==> src/shared/sclkg_pkg.sv <==
// sclkg_pkg: register map, field layout and constants of the sample clock
// generator; shared by the core and by the verification side.
package sclkg_pkg;
  // printed offsets are not all multiples of four: they are indexes
  localparam logic [15:0] IDX_RATE = 16'h4E20;
  localparam logic [15:0] IDX_PLL = 16'h4E3E;
  localparam logic [15:0] IDX_CLKOUT = 16'h4E8E;
  localparam logic [15:0] IDX_REFFREQ = 16'h4EAC;
  localparam logic [15:0] IDX_CTRL = 16'h4F00;
  localparam logic [15:0] IDX_STATUS = 16'h4F01;
  localparam logic [17:0] ADDR_RATE = {IDX_RATE, 2'b00};
  localparam logic [17:0] ADDR_PLL = {IDX_PLL, 2'b00};
  localparam logic [17:0] ADDR_CLKOUT = {IDX_CLKOUT, 2'b00};
  localparam logic [17:0] ADDR_REFFREQ = {IDX_REFFREQ, 2'b00};
  localparam logic [17:0] ADDR_CTRL = {IDX_CTRL, 2'b00};
  localparam logic [17:0] ADDR_STATUS = {IDX_STATUS, 2'b00};
  // ctrl fields
  localparam int CTRL_RUN = 0;
  localparam int CTRL_FIFO = 1;
  localparam int CTRL_EXTCLK = 2;
  localparam int CTRL_EXTDIV = 3;
  localparam int CTRL_CH_LSB = 4;
  localparam int CTRL_DIV_LSB = 8;
  // rates in Hz
  localparam logic [31:0] INT_REF_HZ = 32'h0262_5A00;   // 40 MHz
  localparam logic [31:0] QUARTZ_HZ = 32'h0773_5940;    // 125 MHz
  localparam logic [31:0] MAX_HZ = 32'h0773_5940;       // 125 MS/s
  localparam logic [31:0] FIFO4_MAX_HZ = 32'h03B9_ACA0; // 62.5 MS/s
  localparam logic [31:0] MIN_HZ = 32'h0000_03E8;       // 1 kHz
  localparam logic [31:0] MIN1_HZ = 32'h001E_8480;      // 2 MHz
  localparam logic [31:0] REF_MIN_HZ = 32'h000F_4240;   // 1 MHz
  localparam logic [31:0] REF_MAX_HZ = 32'h0773_5940;   // 125 MHz
  localparam logic [31:0] RATE_RST = 32'h0000_0000;
  localparam logic PLL_RST = 1'b1;
  localparam int NDIV = 17;
  localparam logic [10:0] DIVS [NDIV] = '{
    11'h001, 11'h002, 11'h004, 11'h008, 11'h00A, 11'h010, 11'h014,
    11'h028, 11'h032, 11'h050, 11'h064, 11'h0C8, 11'h190, 11'h1F4,
    11'h320, 11'h3E8, 11'h7D0};
  typedef enum logic [2:0] {
    SCLKG_INT_PLL = 3'b001,
    SCLKG_QUARTZ = 3'b010,
    SCLKG_EXT_PLL = 3'b100
  } sclkg_src_t;
  typedef struct packed {
    logic run;
    logic fifo_mode;
    logic ext_clock;
    logic ext_divide;
    logic [3:0] channels;
    logic [7:0] ext_div;
  } sclkg_ctrl_t;
  typedef struct packed {
    logic [31:0] rate;
    logic pll_on;
    logic drive_out;
    logic [31:0] ref_hz;
    sclkg_ctrl_t ctrl;
  } sclkg_cfg_t;
endpackage

==> src/core/sclkg_core.sv <==
// sclkg_core: AHB-Lite register slave and sample clock selection logic.
// assumes hclk is the only clock; clock sources arrive as plain pins and
// are synchronised, so they must run well below hclk/2 to be followed.
`timescale 1ns/10ps
module sclkg_core
  import sclkg_pkg::*;
(
  input wire logic hclk,
  input wire logic hresetn,
  input wire logic hsel,
  input wire logic [31:0] haddr,
  input wire logic [1:0] htrans,
  input wire logic hwrite,
  input wire logic [2:0] hsize,
  input wire logic [31:0] hwdata,
  input wire logic hready,
  output logic [31:0] hrdata,
  output logic hreadyout,
  output logic hresp,
  input wire logic pll_clk_in,
  input wire logic quartz_div_clk_in,
  input wire logic ext_clk_in,
  output logic sample_clk,
  output logic clk_conn_out,
  output logic clk_conn_oe,
  output logic [31:0] pll_target_hz,
  output logic [31:0] pll_ref_hz,
  output logic pll_ref_external,
  output logic [10:0] quartz_divider
);
  sclkg_cfg_t cfg_r, cfg_nxt;
  logic [2:0] act_src_r, act_src_nxt;
  logic act_ext_r, act_ext_nxt, act_extdiv_r, act_extdiv_nxt;
  logic [7:0] act_div_r, act_div_nxt;
  logic [10:0] act_qdiv_r, act_qdiv_nxt;
  logic [31:0] ach_r, ach_nxt;
  logic [31:0] act_ref_r, act_ref_nxt;
  logic wr_pend_r, wr_pend_nxt;
  logic [17:0] wa_r, wa_nxt;
  logic [31:0] rd_r, rd_nxt;
  logic [1:0] s_pll_r, s_qz_r, s_ext_r;
  logic [7:0] ecnt_r, ecnt_nxt;
  logic ediv_r, ediv_nxt, ext_d_r, ext_d_nxt;
  logic sclk_r, sclk_nxt, cout_r, cout_nxt, coe_r, coe_nxt;
  logic take;
  logic [31:0] lo, hi, clamped, best, bdist, d, qrate;
  logic [10:0] bdiv;
  sclkg_src_t src;

  assign take = hsel && hready && htrans[1];
  assign hreadyout = 1'b1;
  assign hresp = 1'b0;
  assign hrdata = rd_r;

  // limits of the internal rate
  always_comb begin
    lo = (cfg_r.ctrl.channels == 4'h1) ? MIN1_HZ : MIN_HZ;
    hi = MAX_HZ;
    if (cfg_r.ctrl.fifo_mode && cfg_r.ctrl.channels == 4'hF) begin
      hi = FIFO4_MAX_HZ;
    end
    clamped = cfg_r.rate;
    if (clamped < lo) begin
      clamped = lo;
    end
    if (clamped > hi) begin
      clamped = hi;
    end
  end

  // nearest divided quartz rate; divide is a constant per lane
  always_comb begin
    best = QUARTZ_HZ;
    bdiv = DIVS[0];
    bdist = 32'hFFFF_FFFF;
    qrate = 32'h0000_0000;
    d = 32'h0000_0000;
    for (int i = 0; i < NDIV; i++) begin
      qrate = QUARTZ_HZ / 32'(DIVS[i]);
      d = (qrate > clamped) ? qrate - clamped : clamped - qrate;
      if (qrate <= hi && qrate >= lo && d < bdist) begin
        bdist = d;
        best = qrate;
        bdiv = DIVS[i];
      end
    end
  end

  always_comb begin
    if (!cfg_r.pll_on) begin
      src = SCLKG_QUARTZ;
    end else if (cfg_r.ref_hz != 32'h0000_0000) begin
      src = SCLKG_EXT_PLL;
    end else begin
      src = SCLKG_INT_PLL;
    end
  end

  always_comb begin
    cfg_nxt = cfg_r;
    wr_pend_nxt = take && hwrite;
    wa_nxt = haddr[17:0];
    rd_nxt = rd_r;
    if (wr_pend_r) begin
      case (wa_r)
        ADDR_RATE: cfg_nxt.rate = hwdata;
        ADDR_PLL: cfg_nxt.pll_on = hwdata[0];
        ADDR_CLKOUT: cfg_nxt.drive_out = hwdata[0];
        ADDR_REFFREQ: begin
          // out of range references are ignored; the previous ref_hz is kept
          if (hwdata == 32'h0000_0000 ||
              (hwdata >= REF_MIN_HZ && hwdata <= REF_MAX_HZ)) begin
            cfg_nxt.ref_hz = hwdata;
          end
        end
        ADDR_CTRL: begin
          cfg_nxt.ctrl.run = hwdata[CTRL_RUN];
          cfg_nxt.ctrl.fifo_mode = hwdata[CTRL_FIFO];
          cfg_nxt.ctrl.ext_clock = hwdata[CTRL_EXTCLK];
          cfg_nxt.ctrl.ext_divide = hwdata[CTRL_EXTDIV];
          cfg_nxt.ctrl.channels = hwdata[CTRL_CH_LSB +: 4];
          cfg_nxt.ctrl.ext_div = hwdata[CTRL_DIV_LSB +: 8];
        end
        default: begin
        end
      endcase
    end
    if (take && !hwrite) begin
      case (haddr[17:0])
        ADDR_RATE: rd_nxt = ach_r;
        ADDR_PLL: rd_nxt = {31'h0, cfg_r.pll_on};
        ADDR_CLKOUT: rd_nxt = {31'h0, cfg_r.drive_out};
        ADDR_REFFREQ: rd_nxt = cfg_r.ref_hz;
        ADDR_CTRL: rd_nxt = {16'h0, cfg_r.ctrl.ext_div,
          cfg_r.ctrl.channels, cfg_r.ctrl.ext_divide,
          cfg_r.ctrl.ext_clock, cfg_r.ctrl.fifo_mode, cfg_r.ctrl.run};
        ADDR_STATUS: rd_nxt = {24'h0, act_qdiv_r[7:0] == 8'h0,
          act_extdiv_r, act_ext_r, coe_r, 1'b0, act_src_r};
        default: rd_nxt = 32'h0000_0000;
      endcase
    end
  end

  // active settings follow the registers only while stopped; ach_r follows them always
  always_comb begin
    act_src_nxt = act_src_r;
    act_ext_nxt = act_ext_r;
    act_extdiv_nxt = act_extdiv_r;
    act_div_nxt = act_div_r;
    act_qdiv_nxt = act_qdiv_r;
    act_ref_nxt = act_ref_r;
    if (!cfg_r.ctrl.run) begin
      act_src_nxt = src;
      act_ext_nxt = cfg_r.ctrl.ext_clock;
      act_extdiv_nxt = cfg_r.ctrl.ext_divide;
      act_div_nxt = cfg_r.ctrl.ext_div;
      act_qdiv_nxt = bdiv;
      act_ref_nxt = (src == SCLKG_EXT_PLL) ? cfg_r.ref_hz : INT_REF_HZ;
    end
    ach_nxt = (src == SCLKG_QUARTZ) ? best : clamped;
  end

  // divided external clock: toggle every ext_div+1 rising edges
  always_comb begin
    ext_d_nxt = s_ext_r[1];
    ecnt_nxt = ecnt_r;
    ediv_nxt = ediv_r;
    if (s_ext_r[1] && !ext_d_r) begin
      if (ecnt_r >= act_div_r) begin
        ecnt_nxt = 8'h00;
        ediv_nxt = !ediv_r;
      end else begin
        ecnt_nxt = ecnt_r + 8'h01;
      end
    end
  end

  always_comb begin
    if (act_ext_r) begin
      sclk_nxt = act_extdiv_r ? ediv_r : s_ext_r[1];
    end else if (act_src_r == SCLKG_QUARTZ) begin
      sclk_nxt = s_qz_r[1];
    end else begin
      sclk_nxt = s_pll_r[1];
    end
    // judged on the next active source so oe never lags a source change
    coe_nxt = cfg_r.drive_out && !act_ext_nxt &&
              act_src_nxt != SCLKG_EXT_PLL;
    cout_nxt = coe_nxt && sclk_nxt;
  end

  always_ff @(posedge hclk or negedge hresetn) begin
    if (!hresetn) begin
      cfg_r <= '{rate: RATE_RST, pll_on: PLL_RST, drive_out: 1'b0,
                 ref_hz: 32'h0, ctrl: '0};
      act_src_r <= SCLKG_INT_PLL;
      act_ext_r <= 1'b0;
      act_extdiv_r <= 1'b0;
      act_div_r <= 8'h00;
      act_qdiv_r <= 11'h001;
      // a cleared request reads back as the floor
      ach_r <= MIN_HZ;
      act_ref_r <= INT_REF_HZ;
      wr_pend_r <= 1'b0;
      wa_r <= 18'h00000;
      rd_r <= 32'h0000_0000;
      s_pll_r <= 2'b00;
      s_qz_r <= 2'b00;
      s_ext_r <= 2'b00;
      ecnt_r <= 8'h00;
      ediv_r <= 1'b0;
      ext_d_r <= 1'b0;
      sclk_r <= 1'b0;
      cout_r <= 1'b0;
      coe_r <= 1'b0;
    end else begin
      cfg_r <= cfg_nxt;
      act_src_r <= act_src_nxt;
      act_ext_r <= act_ext_nxt;
      act_extdiv_r <= act_extdiv_nxt;
      act_div_r <= act_div_nxt;
      act_qdiv_r <= act_qdiv_nxt;
      ach_r <= ach_nxt;
      act_ref_r <= act_ref_nxt;
      wr_pend_r <= wr_pend_nxt;
      wa_r <= wa_nxt;
      rd_r <= rd_nxt;
      s_pll_r <= {s_pll_r[0], pll_clk_in};
      s_qz_r <= {s_qz_r[0], quartz_div_clk_in};
      s_ext_r <= {s_ext_r[0], ext_clk_in};
      ecnt_r <= ecnt_nxt;
      ediv_r <= ediv_nxt;
      ext_d_r <= ext_d_nxt;
      sclk_r <= sclk_nxt;
      cout_r <= cout_nxt;
      coe_r <= coe_nxt;
    end
  end

  assign sample_clk = sclk_r;
  assign clk_conn_out = cout_r;
  assign clk_conn_oe = coe_r;
  assign pll_target_hz = ach_r;
  assign pll_ref_hz = act_ref_r;
  assign pll_ref_external = act_src_r == SCLKG_EXT_PLL;
  assign quartz_divider = act_qdiv_r;

  a_rate_floor: assert property (@(posedge hclk) disable iff (!hresetn)
    ##1 (act_src_r != SCLKG_QUARTZ) |-> ach_r >= MIN_HZ)
    else $error("achieved rate below floor");
  a_one_ch_floor: assert property (@(posedge hclk) disable iff (!hresetn)
    (cfg_r.ctrl.channels == 4'h1 && cfg_r.pll_on) |=> ach_r >= MIN1_HZ)
    else $error("single channel rate below 2 MHz");
  a_rate_ceiling: assert property (@(posedge hclk) disable iff (!hresetn)
    1'b1 |=> ach_r <= MAX_HZ)
    else $error("rate above maximum");
  a_fifo4_cap: assert property (@(posedge hclk) disable iff (!hresetn)
    (cfg_r.ctrl.fifo_mode && cfg_r.ctrl.channels == 4'hF) |=>
    ach_r <= FIFO4_MAX_HZ)
    else $error("four channel fifo rate above cap");
  a_out_internal: assert property (@(posedge hclk) disable iff (!hresetn)
    clk_conn_oe |-> (!act_ext_r && act_src_r != SCLKG_EXT_PLL))
    else $error("clock driven out on external source");
  a_out_follows: assert property (@(posedge hclk) disable iff (!hresetn)
    clk_conn_oe |-> clk_conn_out == sample_clk)
    else $error("driven clock differs from sample clock");
  a_hold_running: assert property (@(posedge hclk) disable iff (!hresetn)
    cfg_r.ctrl.run && $past(cfg_r.ctrl.run) |-> $stable(act_src_r) &&
    $stable(act_qdiv_r) && $stable(act_div_r))
    else $error("clock setup changed while running");
  a_bypass_src: assert property (@(posedge hclk) disable iff (!hresetn)
    (!cfg_r.pll_on && !cfg_r.ctrl.run) [*2] |=>
    act_src_r == SCLKG_QUARTZ)
    else $error("bypass not selected");
  a_bypass_read: assert property (@(posedge hclk) disable iff (!hresetn)
    !cfg_r.pll_on |=> ach_r * 32'(act_qdiv_r) <= QUARTZ_HZ ||
    cfg_r.ctrl.run)
    else $error("bypass rate not a quartz division");
  a_ref_hold: assert property (@(posedge hclk) disable iff (!hresetn)
    cfg_r.ctrl.run && $past(cfg_r.ctrl.run) |-> $stable(pll_ref_hz))
    else $error("pll reference changed while running");
  a_ref_range: assert property (@(posedge hclk) disable iff (!hresetn)
    pll_ref_external |-> pll_ref_hz >= REF_MIN_HZ &&
    pll_ref_hz <= REF_MAX_HZ)
    else $error("external reference outside range");
  c_bypass: cover property (@(posedge hclk) act_src_r == SCLKG_QUARTZ);
  c_ext_ref: cover property (@(posedge hclk) act_src_r == SCLKG_EXT_PLL);
  c_drive: cover property (@(posedge hclk) clk_conn_oe && sample_clk);
  c_ext_div: cover property (@(posedge hclk) act_extdiv_r && ediv_r);
  c_ext_direct: cover property (@(posedge hclk)
    act_ext_r && !act_extdiv_r && sclk_r);
endmodule

==> config.mk <==
export PLATFORM = sky130hd
export DESIGN_NAME = sclkg_core
export DESIGN_NICKNAME = d
export VERILOG_FILES = /design/src/shared/sclkg_pkg.sv /design/src/core/sclkg_core.sv
export SDC_FILE = /design/constraint.sdc
export NUM_CORES = 2
export LEC_CHECK = 0
export ABC_AREA = 1
export BUFFER_PORTS_ARGS = -buffer_cell sky130_fd_sc_hd__buf_2
export CORE_AREA = 10 10 375 377
export CTS_CLUSTER_DIAMETER = 150
export DETAILED_ROUTE_END_ITERATION = 16
export DIE_AREA = 0 0 385 387
export PLACE_DENSITY = 0.55
export SKIP_LAST_GASP = 1
export SLEW_MARGIN = 20
export SYNTH_ARGS = -nofsm -noshare
export SYNTH_HDL_FRONTEND = slang
export SYNTH_SLANG_ARGS = --single-unit
==> constraint.sdc <==
create_clock -name hclk -period 112.2 [get_ports hclk]
set_input_delay 11.22 -clock hclk [delete_from_list [all_inputs] [get_ports hclk]]
set_output_delay 11.22 -clock hclk [all_outputs]
set_load 0.1 [all_outputs]
==> impl_metrics.toml <==
[logic_synthesis]
ys_seq_area_share_pct = 13.0
netlist_area_um2 = 46200
avgSynthCellArea_um2 = 6.17
synth_ff_type = "dfrtp_1"
yosys.area_share.adder_pct = 14.6
synth.distinct_cells = 86
synth_top_family_by_area = "simple AND/OR/NAND/NOR gates"
synth_edf_count = 0
synth.most_common_cell = "nand2_1"
syn_inst = 7486
synth_warnings = 0
synthTopCellsByArea = "ha_1, nand2_1, dfrtp_1"
synthMuxAreaShare_pct = 0.707
ys_seq_elements = 240
synth_top_area_share_pct = 14.6
synth_common_cells = "nand2_1, o21ai_0, inv_1"
synth_compound_area_share_pct = 22.8
synthArstFlopShare_pct = 100
synth_xor_xnor_area_share_pct = 6.92
yosys.area.top_type = "ha_1"
synth_simple_gate_area_share_pct = 29.7

[global_route]
busiest_layer = "met2"
grt_util_all_layers_pct = 44.9
grtUsageMet3_pct = 15.5
global_route.usage.met2_pct = 62.3
antenna_found_initial = 41
grt_overflow = 0
grt_pass1_vias = 53600
use_met1_pct = 57.2
grt_max_degree = 124
grt_pass1_wl_mm = 464

[critical_path]
cp_common_cell = "a21oi_1"
cpMaxStageDelayCell = "o21ai_0"
slowest_delay_ps = 1170
start_kind = "flop"
endpoint_kind = "flop"
path_buf_inv = 26
path_max_fanout = 67
cp.required_ps = 112630
crit_arrival_ps = 54960
crit_type = "flop to flop"
cp_top_family = "compound AO/OA/AOI/OAI gates"

[clocking]
cts.path.max_buffers = 3
clk_latency_ps = 560
htree_levels = 1
cts.sinks = 240
cts_setup_buffers = 0
postCtsHoldBufs = 0
cts_tree = "built"
clk_pin_slew_worst_paths_ps = 70
cts-root-buf = "clkbuf_16"
cts_resized = 0
cts_buffers = 23

[detailed_routing]
dr.pass1.iters = 6
via_per_inst = 6.28
drcViolationCount = 0
wl_per_cell_um = 37.3
drt_iter0_drc = 8919
finalWirelength_mm = 351
ant_nets = 0
dr_total_vias = 59100

[floorplan]
die_w_um = 385
num_io_pins = 190
dieArea_um2 = 149000
num_rows = 134
die_y_um = 387
start_util_pct = 34.8
coreArea_um2 = 133000

[place]
dpl.hpwl_mm = 284
port_buffers = 169
place_congestion = 1.17

[finish]
seqCellArea_um2 = 6030
num-fill-cells = 15000
fin_nets = 8212
syn2layout_area_growth_pct = 8.20
multi_input_area_um2 = 34600
drive_gt1_share_pct = 9.88

[run_status]
outcome = "finished, final reports clean"

[run]
max-cap-violations = 0

[timing]
post-route-min-period_ps = 54540
relSlewSlack_pct = 6.17
skew_ps = 22.7
worst_slew_pin_slew_ps = 1400
fin_setup_tns_ps = 0
fmaxAchievable_ghz = 0.0183
finalSetupViolCount = 0
maxSlewViolCount = 0
rsz0062_at_grt = "no"
hold_violations = 0
timing.final.crit_share_pct = 48.6

[min_path]
hold_path.class = "flop to flop"
cells in the final DEF, fill, tap and decap left out, types with 14 or more instances in the layout:
cell type and count:
clkinv_1 23, dfstp_2 17, nor2_2 25, a31oi_1 33, nand2_1 1693, inv_1 882, o2111ai_1 20, o21a_1 15
nor4_1 53, ha_1 538, a211oi_1 63, clkbuf_16 23, xor2_1 360, buf_2 168, dfrtp_1 222, inv_2 34
nand4_1 110, o21ai_0 1018, diode_2 25, nand2_4 35, o31ai_1 24, nor3_1 127, mux2i_1 27, buf_4 244
nand2_2 81, o22ai_1 30, o221a_2 15, nand3_1 289, nor2_1 669, o221ai_1 35, a21oi_1 429, o21ai_1 14
a221oi_1 22, o211ai_1 42, nand3_2 19, o21ai_2 14
flip-flops by register name, indices dropped and copies added, names as in the netlist, 2 cells and up:
register	count
act_div_r	8
act_src_r	3
cfg_r	82
ecnt_r	8
hrdata	32
pll_ref_hz	32
pll_target_hz	32
quartz_divider	11
s_ext_r	2
s_pll_r	2
s_qz_r	2
wa_r	18
through the flow:
| stage | setup WS, ps | hold WS [ps] | cells | instance area, µm² | utilization (%) |
|---|---|---|---|---|---|
| after floorplan | 75990 | 331 | 7491 | 46200 | - |
| after global placement | 60780 | 333 | 9339 | 49200 | 37.0 |
| after detailed placement | 60350 | 336 | 9339 | 49200 | 37.0 |
| after CTS | 60210 | 351 | 9381 | 49900 | 37.5 |
| after global routing | 56200 | 360 | 9386 | 49900 | 37.6 |
| final | 57660 | 349 | 9407 | 50000 | 37.6 |
final timing paths:
kind	start	endpoint	slack, ps	depth (start not counted)
max in group asynchronous	hresetn	cfg_r[35]	99960	2
min reg2reg	s_qz_r[0]	s_qz_r[1]	350	0
min in group asynchronous	hresetn	cfg_r[41]	10790	1
max reg2reg	cfg_r[8]	pll_target_hz[22]	57660	194
max	cfg_r[8]	pll_target_hz[22]	57660	194
min	s_qz_r[0]	s_qz_r[1]	350	0
cells by family after synthesis:
family | Yosys count
mux | 32
buf+inv | 1281
simple gates | 3162
flops | 240
compound gates | 1866
fa+ha+maj | 538
other cells | 2
xor+xnor | 365
final cells by class:
cell class | count | share of cell area [%]
clock inverter | 13 | 0.223
clock buffer | 29 | 1.26
sequential | 240 | 12.1
antenna | 25 | 0.125
tap | 1768 | 4.42
timing repair buffer | 415 | 5.45
multi-input combinational | 5970 | 69.3
inverter | 947 | 7.18
layer usage:
metal / wire length, µm / vias up / share of wire, %
met2: 138000 / 4097 / 39
met1: 138000 / 28500 / 39
met4: 30100 / 24 / 8.6
li1: - / 25400 / -
met5: 168 / - / 0.048
met3: 44200 / 1052 / 13
Power is not shown: default switching activity piles up to over one toggle a cycle in this logic, so the estimate is an artifact.
